`src/design/dpps_pkg.sv`:
```
package dpps_pkg;
    localparam int          ADDR_W         = 8;
    localparam int          DATA_W         = 8;
    // ground on a jumper gives 0, open gives 1
    localparam logic        JUMPER_GROUND  = 1'h0;
    localparam logic        JUMPER_OPEN    = 1'h1;
    // conventional port addresses
    localparam logic [7:0]  PORT_FLOPPY    = 8'hFD;
    localparam logic [7:0]  PORT_PRINTER   = 8'hF6;
    localparam int          STATUS_FULL_BIT = 0;
    localparam logic [7:0]  RESET_BYTE     = 8'h00;

    typedef enum logic [1:0] {
        DPPS_IDLE  = 2'b00,
        DPPS_BUSY  = 2'b01,
        DPPS_BLOCK = 2'b10
    } dpps_dma_state_t;
endpackage

```
`src/design/dpps_port_select.sv`:
```
`timescale 1ns/10ps
module dpps_port_select (
    input  wire logic       clk_i,
    input  wire logic       rst_b_i,
    input  wire logic [7:0] address_jumper_socket_i,
    input  wire logic       host_out_cycle_i,
    input  wire logic [7:0] host_addr_i,
    input  wire logic [7:0] host_data_i,
    input  wire logic       local_data_rd_i,
    input  wire logic       dma_req_i,
    input  wire logic       dma_done_i,
    input  wire logic       bus_hold_ack_i,
    input  wire logic       priority_chain_in_i,
    output logic            priority_chain_out_o,
    output logic            dma_grant_o,
    output logic            host_hold_o,
    output logic [7:0]      cmd_data_o,
    output logic [7:0]      cmd_status_o
);

    ////////////////////////////////////////////////////////////////////////
    // port decode

    // a jumper to ground reads low, so the pin level is the bit itself
    function automatic logic [7:0] jumper_addr(input logic [7:0] pins);
        for (int n = 0; n < dpps_pkg::ADDR_W; n++) begin
            jumper_addr[n] = (pins[n] == dpps_pkg::JUMPER_OPEN);
        end
    endfunction

    logic [7:0] port_addr;
    logic       cmd_hit;
    // the FD and F6 conventions are strap choices; no address is hard-wired
    assign port_addr = jumper_addr(address_jumper_socket_i);
    assign cmd_hit   = host_out_cycle_i && (host_addr_i == port_addr);

    ////////////////////////////////////////////////////////////////////////
    // command byte and hold

    logic       full_q, full_d;
    logic [7:0] data_q, data_d;

    always_comb begin
        full_d = full_q;
        data_d = data_q;
        if (local_data_rd_i) begin
            full_d = 1'h0;
        end
        // a new write wins over the read clear; the host is held so this is rare
        if (cmd_hit && !full_q) begin
            full_d = 1'h1;
            data_d = host_data_i;
        end
    end

    always_ff @(posedge clk_i) begin
        if (!rst_b_i) begin
            full_q <= 1'h0;
            data_q <= dpps_pkg::RESET_BYTE;
        end else begin
            full_q <= full_d;
            data_q <= data_d;
        end
    end

    assign host_hold_o  = full_q;
    assign cmd_data_o   = data_q;
    always_comb begin
        cmd_status_o = 8'h00;
        cmd_status_o[dpps_pkg::STATUS_FULL_BIT] = full_q;
    end

    ////////////////////////////////////////////////////////////////////////
    // dma priority

    dpps_pkg::dpps_dma_state_t state_q, state_d;
    logic                      grant_q, grant_d;

    // chain passes on only while this board neither requests nor owns the bus;
    // that first-come ownership also blocks later boards whatever their rank
    assign priority_chain_out_o = priority_chain_in_i && !dma_req_i &&
                                  (state_q == dpps_pkg::DPPS_IDLE);

    always_comb begin
        state_d = state_q;
        grant_d = grant_q;
        unique case (state_q)
            dpps_pkg::DPPS_IDLE: begin
                // another board's hold drops our chain input, so we wait
                if (dma_req_i && priority_chain_in_i) begin
                    state_d = full_q ? dpps_pkg::DPPS_BLOCK : dpps_pkg::DPPS_BUSY;
                    grant_d = 1'h1;
                end
            end
            dpps_pkg::DPPS_BUSY: begin
                if (full_q) begin
                    state_d = dpps_pkg::DPPS_BLOCK;
                end else if (dma_done_i) begin
                    state_d = dpps_pkg::DPPS_IDLE;
                    grant_d = 1'h0;
                end
            end
            dpps_pkg::DPPS_BLOCK: begin
                // host stays held for the whole block until the dummy command is read
                if (!full_q && dma_done_i) begin
                    state_d = dpps_pkg::DPPS_IDLE;
                    grant_d = 1'h0;
                end
            end
            default: begin
                state_d = dpps_pkg::DPPS_IDLE;
                grant_d = 1'h0;
            end
        endcase
    end

    always_ff @(posedge clk_i) begin
        if (!rst_b_i) begin
            state_q <= dpps_pkg::DPPS_IDLE;
            grant_q <= 1'h0;
        end else begin
            state_q <= state_d;
            grant_q <= grant_d;
        end
    end

    assign dma_grant_o = grant_q;

    ////////////////////////////////////////////////////////////////////////
    // checks

    property p_hit_sets_flag;
        @(posedge clk_i) disable iff (!rst_b_i)
        (cmd_hit && !full_q) |=> (full_q && data_q == $past(host_data_i));
    endproperty
    a_hit_sets_flag: assert property (p_hit_sets_flag)
        else $error("command write lost");

    property p_miss_no_flag;
        @(posedge clk_i) disable iff (!rst_b_i)
        (!full_q && !(host_out_cycle_i && host_addr_i == address_jumper_socket_i))
            |=> !full_q;
    endproperty
    a_miss_no_flag: assert property (p_miss_no_flag)
        else $error("flag set by foreign address");

    property p_hold_until_read;
        @(posedge clk_i) disable iff (!rst_b_i)
        (host_hold_o && !local_data_rd_i) |=> host_hold_o;
    endproperty
    a_hold_until_read: assert property (p_hold_until_read)
        else $error("hold dropped early");

    property p_read_clears;
        @(posedge clk_i) disable iff (!rst_b_i)
        (local_data_rd_i && !cmd_hit) |=> !cmd_status_o[0];
    endproperty
    a_read_clears: assert property (p_read_clears)
        else $error("status not cleared");

    property p_chain_blocked;
        @(posedge clk_i) disable iff (!rst_b_i)
        dma_req_i |-> !priority_chain_out_o;
    endproperty
    a_chain_blocked: assert property (p_chain_blocked)
        else $error("chain passed while requesting");

    property p_no_grant_without_chain;
        @(posedge clk_i) disable iff (!rst_b_i)
        (!dma_grant_o && !priority_chain_in_i) |=> !dma_grant_o;
    endproperty
    a_no_grant_without_chain: assert property (p_no_grant_without_chain)
        else $error("grant without priority");

    property p_grant_follows_req;
        @(posedge clk_i) disable iff (!rst_b_i)
        (!dma_grant_o && dma_req_i && priority_chain_in_i) |=> dma_grant_o;
    endproperty
    a_grant_follows_req: assert property (p_grant_follows_req)
        else $error("grant missed");

    property p_block_keeps_bus;
        @(posedge clk_i) disable iff (!rst_b_i)
        (dma_grant_o && host_hold_o) |=> (dma_grant_o && !priority_chain_out_o);
    endproperty
    a_block_keeps_bus: assert property (p_block_keeps_bus)
        else $error("block hold lost bus");

    // an idle board must not starve the boards below it
    property p_chain_passes;
        @(posedge clk_i) disable iff (!rst_b_i)
        (priority_chain_in_i && !dma_req_i && !dma_grant_o) |-> priority_chain_out_o;
    endproperty
    a_chain_passes: assert property (p_chain_passes)
        else $error("chain not passed while idle");

    property p_grant_holds;
        @(posedge clk_i) disable iff (!rst_b_i)
        (dma_grant_o && !dma_done_i) |=> dma_grant_o;
    endproperty
    a_grant_holds: assert property (p_grant_holds)
        else $error("grant dropped before done");

    property p_granted_blocks_chain;
        @(posedge clk_i) disable iff (!rst_b_i)
        dma_grant_o |-> !priority_chain_out_o;
    endproperty
    a_granted_blocks_chain: assert property (p_granted_blocks_chain)
        else $error("chain passed while granted");

    property p_held_byte_kept;
        @(posedge clk_i) disable iff (!rst_b_i)
        host_hold_o |=> $stable(cmd_data_o);
    endproperty
    a_held_byte_kept: assert property (p_held_byte_kept)
        else $error("held byte overwritten");

    c_cmd_write: cover property (@(posedge clk_i) cmd_hit ##1 full_q ##[1:20] !full_q);
    c_grant: cover property (@(posedge clk_i) dma_req_i ##1 dma_grant_o ##[1:20] !dma_grant_o);
    c_block: cover property (@(posedge clk_i) (dma_grant_o && host_hold_o) ##[1:20] !dma_grant_o);
endmodule

```
`config.mk`:
```
export PLATFORM = sky130hd
export DESIGN_NAME = dpps_port_select
export DESIGN_NICKNAME = d
export VERILOG_FILES = /design/src/design/dpps_pkg.sv /design/src/design/dpps_port_select.sv
export SDC_FILE = /design/constraint.sdc
export NUM_CORES = 1
export LEC_CHECK = 0
export BUFFER_PORTS_ARGS = -buffer_cell sky130_fd_sc_hd__buf_2
export CAP_MARGIN = 20
export CORE_MARGIN = 5
export CORE_UTILIZATION = 41
export CTS_BUF_LIST = sky130_fd_sc_hd__clkbuf_16
export DETAILED_ROUTE_END_ITERATION = 6
export PLACE_DENSITY_LB_ADDON = 0.12
export SETUP_SLACK_MARGIN = 0.4
export SYNTH_ARGS = -nofsm -noshare
export SYNTH_HDL_FRONTEND = slang
export SYNTH_SLANG_ARGS = --single-unit
```
`constraint.sdc`:
```
create_clock -name clk_i -period 2.2 [get_ports clk_i]
set_clock_uncertainty 0.1 [all_clocks]
set_input_delay 0.55 -clock clk_i [delete_from_list [all_inputs] [get_ports clk_i]]
set_output_delay 0.55 -clock clk_i [all_outputs]
set_load 0.01 [all_outputs]
```
# == Word-level counts from Yosys, hierarchy flattened ==
# Cells that the tools add are included.
# word_totals
register_bits,12
latchBits,0
mem_bits_rw,0
rom_bits,0
input_bits,32
word_cells,37
memories,0
# classes
addsub,0
mul,0
n_div,0
n_lt_le_gt_ge,0
n_eq_ne,8
n_shift,0
muxes,13
bitwise,0
reduce_logical,12
# ops
op,n
two-way mux 2 bit,5
== test 8 bit,1
logical AND 1 bit,6
two-way mux 1 bit,6
"inequality test 2 bit, second input constant",3
case mux 2 bit (3 select lines),1
AND reduction 4 bit,1
"inequality test 3 bit, second input constant",1
case mux 1 bit (3 select lines),1
AND reduction 3 bit,1
"== test 2 x 1 -> 1 bit, second input constant",1
"== test 2 bit, second input constant",1
logical NOT 1 bit,2
logical NOT 2 bit,1
"inequality test 2 x 1 -> 1 bit, second input constant",1
nonzero test 2 bit,1

# == Longest topological paths before layout ==
# Gate-level depths: netlist of run 1.
# logic_depth
depth_word,4
ltp_mapped,5
ltp_nobuf,4

# == Worst setup path after synthesis of run 1 ==
# No wires, ideal clock.
# synth_timing
path_kind,in2out
startpoint,in dma_req_i
endpoint,out priority_chain_out_o
t_arrival_ns,0.988
path_slack_ns,0.562
path_stages,1
path_buffers,0
cell_sequence,nor4b_1
# synth_via
elab_chain_cells,3
# synth_lines
item,line,rtl
start: declaration,dpps_port_select.sv:10,"input wire logic dma_req_i,"
logical NOT 1 bit,dpps_port_select.sv:81,assign priority_chain_out_o = priority_chain_in_i && !dma_req_i &&
logical AND 1 bit (2 in series),dpps_port_select.sv:81,
end: declaration,dpps_port_select.sv:14,"output logic priority_chain_out_o,"
# No other way between the ends.

# == Worst setup path in the final report of run 1 ==
# Same ends and word-level chain as after synthesis.

==> parameters.txt, run 1 <==
Parameter                              Value

Floorplan
  Height of the chip ... 50.1 um
  Floorplan Core Area ... 1520 um2
  Die Area ... roughly 2500 um2
  Die boundary width ... 50.1 um
  Number of rows created at floorplan ... 14
  Initial Util ... 43.3%
  Count of boundary I/O pins ... 51

Timing
  Period utilization ... approximately 78%
  Slew Viols, Final ... 0
  Worst hold margin ... roughly 0.35 ns
  Final sum of negative setup slack ... 0 ns
  Endpoints failing setup ... 0
  Final count of hold timing violations ... 0
  RSZ-0062 raised after global routing ... false
  Fmax achieved ... just under 600 MHz
  Min Tclk post-route ... 1.71 ns

Power and ir drop
  Leakage Power ... ~0.44 nW
  Peak supply drop ... between 0.4 and 0.5 mV
  PwrDens ... between 600 and 700 nW/um2
  Overall power of the completed layout ... just over 600 uW

Global routing
  Initial antenna violation count ... 0
  Pin count of the biggest net entering global routing ... 21
  Global-route wire length before repair ... about 2600 um
  Remaining global-route overflow ... 0
  Number of global-route vias before repair ... between 600 and 700
  GRT Resource Usage Total ... between 10% and 20%

Synthesis
  Main flop type after synthesis ... dfxtp_1
  XOR/XNOR share of the synthesized area ... between 10% and 20%
  Share of the synthesized area in compound gates (AO/OA/AOI/OAI) ... between 4 and 5%
  Count of warnings emitted by yosys ... 0
  Share of the synthesized area in the top cell type ... 36.4%
  Post-synthesis sequential area ratio ... 36.4%
  Cell types occupying the most area after synthesis ... dfxtp_1 36%, mux2i_1 14%, xnor2_1 11%, nand2_1 10%, buf_4 9.1%
  Synth Instances ... 77
  Number of register bits inferred by synthesis ... 12
  Largest area contributor in the synthesized netlist ... dfxtp_1
  Combinational family with the most area after synthesis ... simple AND/OR/NAND/NOR gates
  Per-instance average area after synthesis ... between 8 and 9 um2
  Number of enable flip-flop cells after synthesis ... 0
  Total standard cell area after synthesis ... 659 um2
  Arithmetic-cell share of the synthesized area counting full adders, half adders and majority gates ... 0%
  Post-synth ARST share ... 0%
  Mux contribution to synthesized area ... between 10 and 15%
  Post-synthesis cell type count ... 21
  Simple logic cell fraction of the synthesized area ... between 20 and 25%

Drt
  TritonRoute pass-1 iters ... 2
  Total number of vias ... about 630
  Number of DRC markers in iteration 0 ... 2
  Routed len/inst ... ~11 um
  Remaining number of nets flagged by the antenna check after routing ... 0
  Total DRC errors in the routed layout ... 0
  Final Routed Wirelength ... ~1500 um
  Via-to-Cell Ratio ... around 4.7

Critical path
  Type of element launching the critical path ... input pin
  Worst Reg2Reg Path Length in Cells ... 4
  Peak fanout along the critical path ... 3
  R2R Path Start ... host_hold_o$_SDFFE_PN0P_
  Critical path class ... input pin to output pin
  Type of element capturing the critical path ... output pin
  Required arrival time at the worst endpoint ... approximately 1.6 ns
  Worst setup slack for register-to-register paths ... ~0.9 ns
  Worst R2R End ... cmd_data_o[0]$_SDFFE_PN0P_
  Critical path data arrival time ... around 1.1 ns

Place
  Placer Congestion ... around 0.66
  PortBufs ... between 40 and 50
  Placed wire-length estimate after detailed placement ... roughly 1100 um

CTS
  Number of buffers on the longest clock path ... 2
  CTS sink count ... 12
  Clk pin slew, worst setup/hold paths ... 0.04 ns
  TritonCTS clock tree ... yes
  Setup Fix Bufs, Post-CTS ... 0
  Total clock buffers created by CTS ... 3
  Hold Buf Count CTS ... 0
  CTS root buf ... clkbuf_16
  Resize count post-CTS ... 0
  Worst skew pair latency ... about 0.23 ns
  Total number of H-tree levels ... 1

Outcome
  Result of the run ... finished, final reports clean

Final layout
  Share of the core filled with cells ... approximately three fifths
  Highest-count cells in the layout ignoring fill and taps ... 42 x buf_2, 18 x nand2_1, 12 x dfxtp_1
  Net count of the finished layout ... between 150 and 200
  Share of cells above drive strength 1 ... between 30% and 40%
  Number of antenna diodes ... 0
  Area growth from synthesis to final layout ... 38.9%
  Most common cell after layout, fill and taps aside ... buf_2

Worst hold path
  Cell depth of the worst hold path ... 2
  Hold Path Sink ... cmd_data_o[7]$_SDFFE_PN0P_
  Worst Hold Launch ... cmd_data_o[7]$_SDFFE_PN0P_
  Path class of the lowest-slack min-delay path ... flip-flop to flip-flop

Job
  Total of max-cap violations ... 0
==> sequential cells by signal (all words and copies together), names as in the netlist <==
register	count
host_hold_o	1
cmd_data_o	8
dma_grant_o	1
state_q	2
==> power by group <==
group | internal, mW | leakage (nW) | switching, mW
Clock | 0.236 | 0.0370 | 0.0826
Combinational | 0.0384 | 0.307 | 0.0346
Sequential | 0.221 | 0.0970 | 0.00227
==> critical path, cell delays in order <==
cell and delay (ns):
buf_2 0.11, nor4b_1 0.22, buf_2 0.18
==> through the flow <==
stage	cell area, um2	worst slack (ns)	std cells
final	916	0.495	134
after global routing	916	0.413	134
after CTS	916	0.471	134
after detailed placement	841	0.480	131
after global placement	841	0.496	131
after floorplan	682	0.562	83
==> kinds of logic (layout without fill, tap and decap cells) <==
| group | after synthesis | after routing |
|---|---|---|
| compound gates | 5 | 5 |
| xor+xnor | 8 | 8 |
| buf+inv | 11 | 46 |
| flops | 12 | 12 |
| mux | 9 | 9 |
| other cells | 1 | 7 |
| simple gates | 31 | 31 |
==> per-layer routing <==
metal | track usage, % | wire length [um] | vias to the layer above
met5 | 0 | 0 | -
met4 | 6.55 | 17 | 0
met3 | 5.12 | 224 | 2
met2 | 20.9 | 707 | 34
met1 | 14.3 | 566 | 270
li1 | - | - | 319
==> cell usage after synthesis (2+ instances only) <==
cell type  count
dfxtp_1       12
nand3_1        2
a21oi_1        2
nor2b_1        2
xnor2_1        8
nor2_1         3
mux2i_1        9
buf_4          8
clkbuf_1       2
nand2_1       18
==> how the worst max path moves through the flow <==
stage / cells past startpoint / start / to / slack, ns
6_report: 3 / dma_req_i / priority_chain_out_o / 0.49
5_1_grt: 2 / state_q[0]$_SDFFE_PN0P_ / priority_chain_out_o / 0.41
4_1_cts: 3 / dma_req_i / priority_chain_out_o / 0.47
3_5_place_dp: 3 / dma_req_i / priority_chain_out_o / 0.48
3_3_place_gp: 3 / dma_req_i / priority_chain_out_o / 0.50
2_1_floorplan: 1 / dma_req_i / priority_chain_out_o / 0.56
==> area by class of cell <==
class | instances | area, um2
fill | 163 | 608
timing repair buffer | 43 | 218
clock buffer | 3 | 75.1
sequential | 12 | 240
multi-input combinational | 60 | 363
tap | 16 | 20.0
No activity file was read; power rests on OpenSTA's default activity.
==> run 2, diff against run 1 <==
--- a/config.mk
+++ b/config.mk
@@ -8,7 +8,7 @@
 export BUFFER_PORTS_ARGS = -buffer_cell sky130_fd_sc_hd__buf_2
 export CAP_MARGIN = 20
 export CORE_MARGIN = 5
-export CORE_UTILIZATION = 41
+export CORE_UTILIZATION = 38
 export CTS_BUF_LIST = sky130_fd_sc_hd__clkbuf_16
 export DETAILED_ROUTE_END_ITERATION = 6
 export PLACE_DENSITY_LB_ADDON = 0.12
==> constraint.sdc (replaced) <==
create_clock -name clk_i -period 1.7 [get_ports clk_i]
set_clock_uncertainty 0.1 [all_clocks]
set_input_delay 0.425 -clock clk_i [delete_from_list [all_inputs] [get_ports clk_i]]
set_output_delay 0.425 -clock clk_i [all_outputs]
set_load 0.01 [all_outputs]
==> run 2 against run 1 <==
Utilization decreased by 3.3 points. Setup slack got worse by 0.29 ns. Critical path depth down 1. Non-clock buffer count up 1. Largest power group unchanged.
==> parameters.txt, run 2 (same netlist as run 1, synthesis figures left out) <==
Parameter                              Value

Outcome
  Result of the run ... finished, final reports clean

Drt
  Number of DRC markers in iteration 0 ... 0
  Via-to-Cell Ratio ... ~4.5
  TritonRoute pass-1 iters ... 1
  Routed len/inst ... ~10 um
  Total number of vias ... a little over 600
  Remaining number of nets flagged by the antenna check after routing ... 0
  Final Routed Wirelength ... between 1000 and 1500 um
  Total DRC errors in the routed layout ... 0

Critical path
  Critical path data arrival time ... around 0.97 ns
  Slowest cell on the critical path ... dfxtp_4
  Peak fanout along the critical path ... 2
  Type of element launching the critical path ... flip-flop
  Critical path class ... flip-flop to output pin
  Crit path cell chain ... nor4b_4 -> buf_2
  Worst setup slack for register-to-register paths ... 0.43 ns
  Highest cell delay on the worst timing path ... 0.34 ns
  Required arrival time at the worst endpoint ... about 1.2 ns
  Type of element capturing the critical path ... output pin

Final layout
  Largest register FFs ... 8
  Number of antenna diodes ... 0
  Register cell area after layout ... 245 um2
  Area of the multi-input gates ... around 390 um2
  Most common cell after layout, fill and taps aside ... buf_2
  Layout fillers ... 171
  Net count of the finished layout ... ~150
  Area growth from synthesis to final layout ... 45.5%
  Highest-count cells in the layout ignoring fill and taps ... 42 x buf_2, 18 x nand2_1, 10 x dfxtp_1
  Share of cells above drive strength 1 ... 43.3%

CTS
  Clk pin slew, worst setup/hold paths ... ~0.040 ns
  CTS sink count ... 12
  Number of buffers on the longest clock path ... 2
  CTS root buf ... clkbuf_16
  Worst skew pair latency ... around 0.23 ns
  Total number of H-tree levels ... 1
  Total clock buffers created by CTS ... 3
  Hold Buf Count CTS ... 0
  TritonCTS clock tree ... yes

Global routing
  Number of global-route vias before repair ... around 570
  Remaining global-route overflow ... 0
  GRT Resource Usage Total ... 10.8%
  Global-route wire length before repair ... between 2000 and 2500 um
  Pin count of the biggest net entering global routing ... 21
  Initial antenna violation count ... 0

Power and ir drop
  Peak supply drop ... about 0.58 mV
  Leakage Power ... 0.462 nW
  PwrDens ... 839 nW/um2

Place
  Placer Congestion ... roughly 0.63
  PortBufs ... 42
  Placed wire-length estimate after detailed placement ... 1130 um

Floorplan
  Count of boundary I/O pins ... a little over 50
  Floorplan Core Area ... around 1700 um2
  Die boundary width ... between 50 and 60 um
  Initial Util ... between 30% and 40%
  Die Area ... ~2700 um2
  Number of rows created at floorplan ... 15
  Height of the chip ... between 50 and 60 um

Timing
  Final count of hold timing violations ... 0
  RSZ-0062 raised after global routing ... true
  Final sum of negative setup slack ... 0 ns
  Endpoints failing setup ... 0
  Worst hold margin ... ~0.34 ns
  Slew Viols, Final ... 0
  Min Tclk post-route ... about 1.5 ns
  Fmax achieved ... around 670 MHz
  Period utilization ... between 80% and 90%

Job
  Total of max-cap violations ... 0

Worst hold path
  Path class of the lowest-slack min-delay path ... input pin to flip-flop
[run 2: metrics by stage]
| step | worst slack [ns] | util (%) | cell area [um2] | power [mW] | cells |
|---|---|---|---|---|---|
| 3_5_place_dp | 0.136 | 50.7 | 856 | 0.391 | 132 |
| 3_3_place_gp | 0.156 | 50.7 | 856 | 0.388 | 132 |
| 4_1_cts | 0.183 | 56.3 | 951 | 0.816 | 137 |
| 2_1_floorplan | 0.379 | - | 696 | 0.357 | 83 |
| 6_report | 0.208 | 56.8 | 960 | 0.805 | 137 |
| 5_1_grt | 0.177 | 56.8 | 960 | 0.847 | 137 |
[run 2: what timing repair did]
| action | 4_1_cts | 5_1_grt |
|---|---|---|
| gates resized for setup | 4 | 1 |
| buffers inserted | 1 | 0 |
| cloned | 0 | 0 |
| pin swaps | 1 | 0 |
| setup endpoints to repair | 11 | 9 |
[run 2: metal layers]
metal  share of wire, %  GRT usage, %
met1                 42          12.3
met2                 45          18.2
met3                 13          4.30
met4                  0          3.93
met5                  0             0
[run 2: worst paths after layout]
| kind | cells after the start | startpoint | endpoint |
|---|---|---|---|
| min reg2reg | 2 | cmd_data_o[0]$_SDFFE_PN0P_ | cmd_data_o[0]$_SDFFE_PN0P_ |
| max | 2 | state_q[0]$_SDFFE_PN0P_ | priority_chain_out_o |
| max reg2reg | 4 | host_hold_o$_SDFFE_PN0P_ | cmd_data_o[7]$_SDFFE_PN0P_ |
| min | 3 | host_data_i[4] | cmd_data_o[4]$_SDFFE_PN0P_ |
[run 2: final cells by class]
| cell class | instances | area share (%) |
|---|---|---|
| clock buffers | 3 | 7.82 |
| clock inverters | 1 | 0.391 |
| multi-input cells | 60 | 40.2 |
| flip-flops and latches | 12 | 25.6 |
| well taps | 17 | 2.22 |
| repair buffers | 44 | 23.9 |
[run 2: report_power, final]
group	internal [mW]	switching (mW)	total [mW]	leakage [nW]
Clock	0.308	0.108	0.416	0.0385
Sequential	0.286	0.00235	0.288	0.0982
Combinational	0.0550	0.0464	0.101	0.325
Total	0.649	0.157	0.805	0.462
[run 2: critical path: cells and delay by family (launching register included)]
family | cells | cell delay [ns]
DFF | 1 | 0.34
and+or+nand+nor | 1 | 0.23
buffers and inverters | 1 | 0.16
==> run 3, diff against run 2 <==
--- a/config.mk
+++ b/config.mk
@@ -12,6 +12,7 @@
 export CTS_BUF_LIST = sky130_fd_sc_hd__clkbuf_16
 export DETAILED_ROUTE_END_ITERATION = 6
 export PLACE_DENSITY_LB_ADDON = 0.12
+export RECOVER_POWER = 25
 export SETUP_SLACK_MARGIN = 0.4
 export SYNTH_ARGS = -nofsm -noshare
 export SYNTH_HDL_FRONTEND = slang
==> run 3 against run 2 <==
Critical endpoint unchanged. Utilization is 0.67 points lower. Register-to-register slack is essentially flat. Total power is 0.12% lower. Non-clock buffer count unchanged. Routed wire length decreased by 0.29%. Sequential share of layout area fell by 0.092 points. Highest routed layer unchanged. Setup slack better by 0.0047 ns. Fmax increased by 0.32%. Largest cell class unchanged. Die area unchanged. Clock power is essentially flat.
==> parameters.txt, run 3 (same netlist as run 1, synthesis figures left out) <==
Parameter                              Value

Floorplan
  Initial Util ... approximately two fifths
  Die boundary width ... 51.7 um
  Height of the chip ... ~52 um
  Floorplan Core Area ... approximately 1700 um2
  Die Area ... between 2000 and 3000 um2
  Count of boundary I/O pins ... 51
  Number of rows created at floorplan ... 15

Place
  Placer Congestion ... 0.628
  PortBufs ... 42
  Placed inst area ... about 860 um2
  Place WS ... between 0.1 and 0.15 ns
  Placed wire-length estimate after detailed placement ... 1130 um

Power and ir drop
  PwrDens ... roughly 850 nW/um2
  Sw Ratio ... between 10% and 20%
  Clk network pwr share ... slightly above 50%
  Sequential power share ... approximately 36%
  Overall power of the completed layout ... about 800 uW
  Share of total power in combinational logic ... 12.4%
  Peak supply drop ... ~0.58 mV
  Leakage Power ... between 0.4 and 0.5 nW
  Power spent charging and discharging nets ... around 160 uW
  Cell internal pwr ... between 600 and 700 uW

Timing
  Final count of hold timing violations ... 0
  Final sum of negative setup slack ... 0 ns
  Slew Viols, Final ... 0
  Endpoints failing setup ... 0
  RSZ-0062 raised after global routing ... true
  Fmax achieved ... just under 700 MHz
  Final worst setup slack ... roughly 0.21 ns
  Period utilization ... around 90%
  Min Tclk post-route ... roughly 1.5 ns
  Worst hold margin ... 0.339 ns

Final layout
  Net count of the finished layout ... 153
  Finished layout cell area ... 948 um2
  Area of the multi-input gates ... 385 um2
  Register cell area after layout ... roughly 240 um2
  Largest register FFs ... 8
  Share of cells above drive strength 1 ... 39.2%
  Number of antenna diodes ... 0
  Layout fillers ... 170
  Most common cell after layout, fill and taps aside ... buf_2
  Highest-count cells in the layout ignoring fill and taps ... 39 x buf_2, 18 x nand2_1, 11 x dfxtp_1
  Area growth from synthesis to final layout ... 43.8%

Global routing
  GR Layer Usage met2 ... about 18%
  Global-route wire length before repair ... approximately 2200 um
  Remaining global-route overflow ... 0
  Number of global-route vias before repair ... around 570
  Pin count of the biggest net entering global routing ... 21
  Met3 demand-to-capacity share in global routing ... 4.30%
  Met1 Track Usage GR ... between 10% and 20%
  Initial antenna violation count ... 0
  Highest-utilization routing layer at the global route stage ... met2
  GRT Resource Usage Total ... between 10% and 20%

Drt
  Total number of vias ... around 600
  TritonRoute pass-1 iters ... 1
  Number of DRC markers in iteration 0 ... 0
  Final Routed Wirelength ... 1390 um
  Remaining number of nets flagged by the antenna check after routing ... 0
  Via-to-Cell Ratio ... approximately 4.5
  Routed len/inst ... between 10 and 15 um
  Total DRC errors in the routed layout ... 0

Job
  Total of max-cap violations ... 0

CTS
  Clk pin slew, worst setup/hold paths ... around 0.04 ns
  CTS root buf ... clkbuf_16
  Hold Buf Count CTS ... 0
  CTS sink count ... 12
  Total number of H-tree levels ... 1
  Total clock buffers created by CTS ... 3
  Number of buffers on the longest clock path ... 2
  Worst skew pair latency ... approximately 0.23 ns
  TritonCTS clock tree ... yes

Critical path
  Critical path class ... input pin to output pin
  Required arrival time at the worst endpoint ... about 1.2 ns
  Critical path data arrival time ... 0.96 ns
  Peak fanout along the critical path ... 3
  Type of element capturing the critical path ... output pin
  Type of element launching the critical path ... input pin

Worst hold path
  Path class of the lowest-slack min-delay path ... input pin to flip-flop

Outcome
  Result of the run ... finished, final reports clean
## run 3: path summary, 6_finish.rpt
path	endpoint	from	slack, ns	cells past startpoint
worst min register to register	cmd_data_o[0]$_SDFFE_PN0P_	cmd_data_o[0]$_SDFFE_PN0P_	0.35	2
worst max register to register	cmd_data_o[7]$_SDFFE_PN0P_	host_hold_o$_SDFFE_PN0P_	0.44	4
worst max-delay path	priority_chain_out_o	dma_req_i	0.21	3
worst min-delay path	cmd_data_o[4]$_SDFFE_PN0P_	host_data_i[4]	0.34	3
## run 3: power by group through the flow
| stage | combinational [mW] | sequential, mW | clock [mW] |
|---|---|---|---|
| floorplan | 0.0624 | 0.295 | 0 |
| global placement | 0.0948 | 0.294 | 0 |
| detailed placement | 0.0971 | 0.294 | 0 |
| CTS | 0.101 | 0.287 | 0.428 |
| global route | 0.112 | 0.288 | 0.445 |
| finish | 0.0999 | 0.288 | 0.416 |
## run 3: per-layer routing
metal	vias to the layer above	wire, um
met5	-	0
met1	262	578
li1	322	-
met2	31	624
met3	0	184
met4	0	0
## run 3: cell type report
cell class,count,share of cell area (%)
Multi-Input combinational cell,60,40.6
Timing Repair Buffer,44,23.4
Sequential cell,12,25.5
Clock inverter,1,0.396
Clock buffer,3,7.92
Tap cell,17,2.24
## run 3: what timing repair did
item	4_1_cts	5_1_grt
endpoints found under the hold margin	0	0
pin swaps	1	0
gates resized for setup	4	1
buffers inserted	1	0
setup endpoints to repair	11	9
## run 3: through the flow
step | utilization [%] | cells
6_report | 56.1 | 137
5_1_grt | 56.1 | 137
4_1_cts | 56.3 | 137
3_5_place_dp | 50.7 | 132
3_3_place_gp | 50.7 | 132
2_1_floorplan | - | 83
## run 3: critical path: stages
cell	delay, ns
buf_2	0.12
nor4b_4	0.25
buf_2	0.16
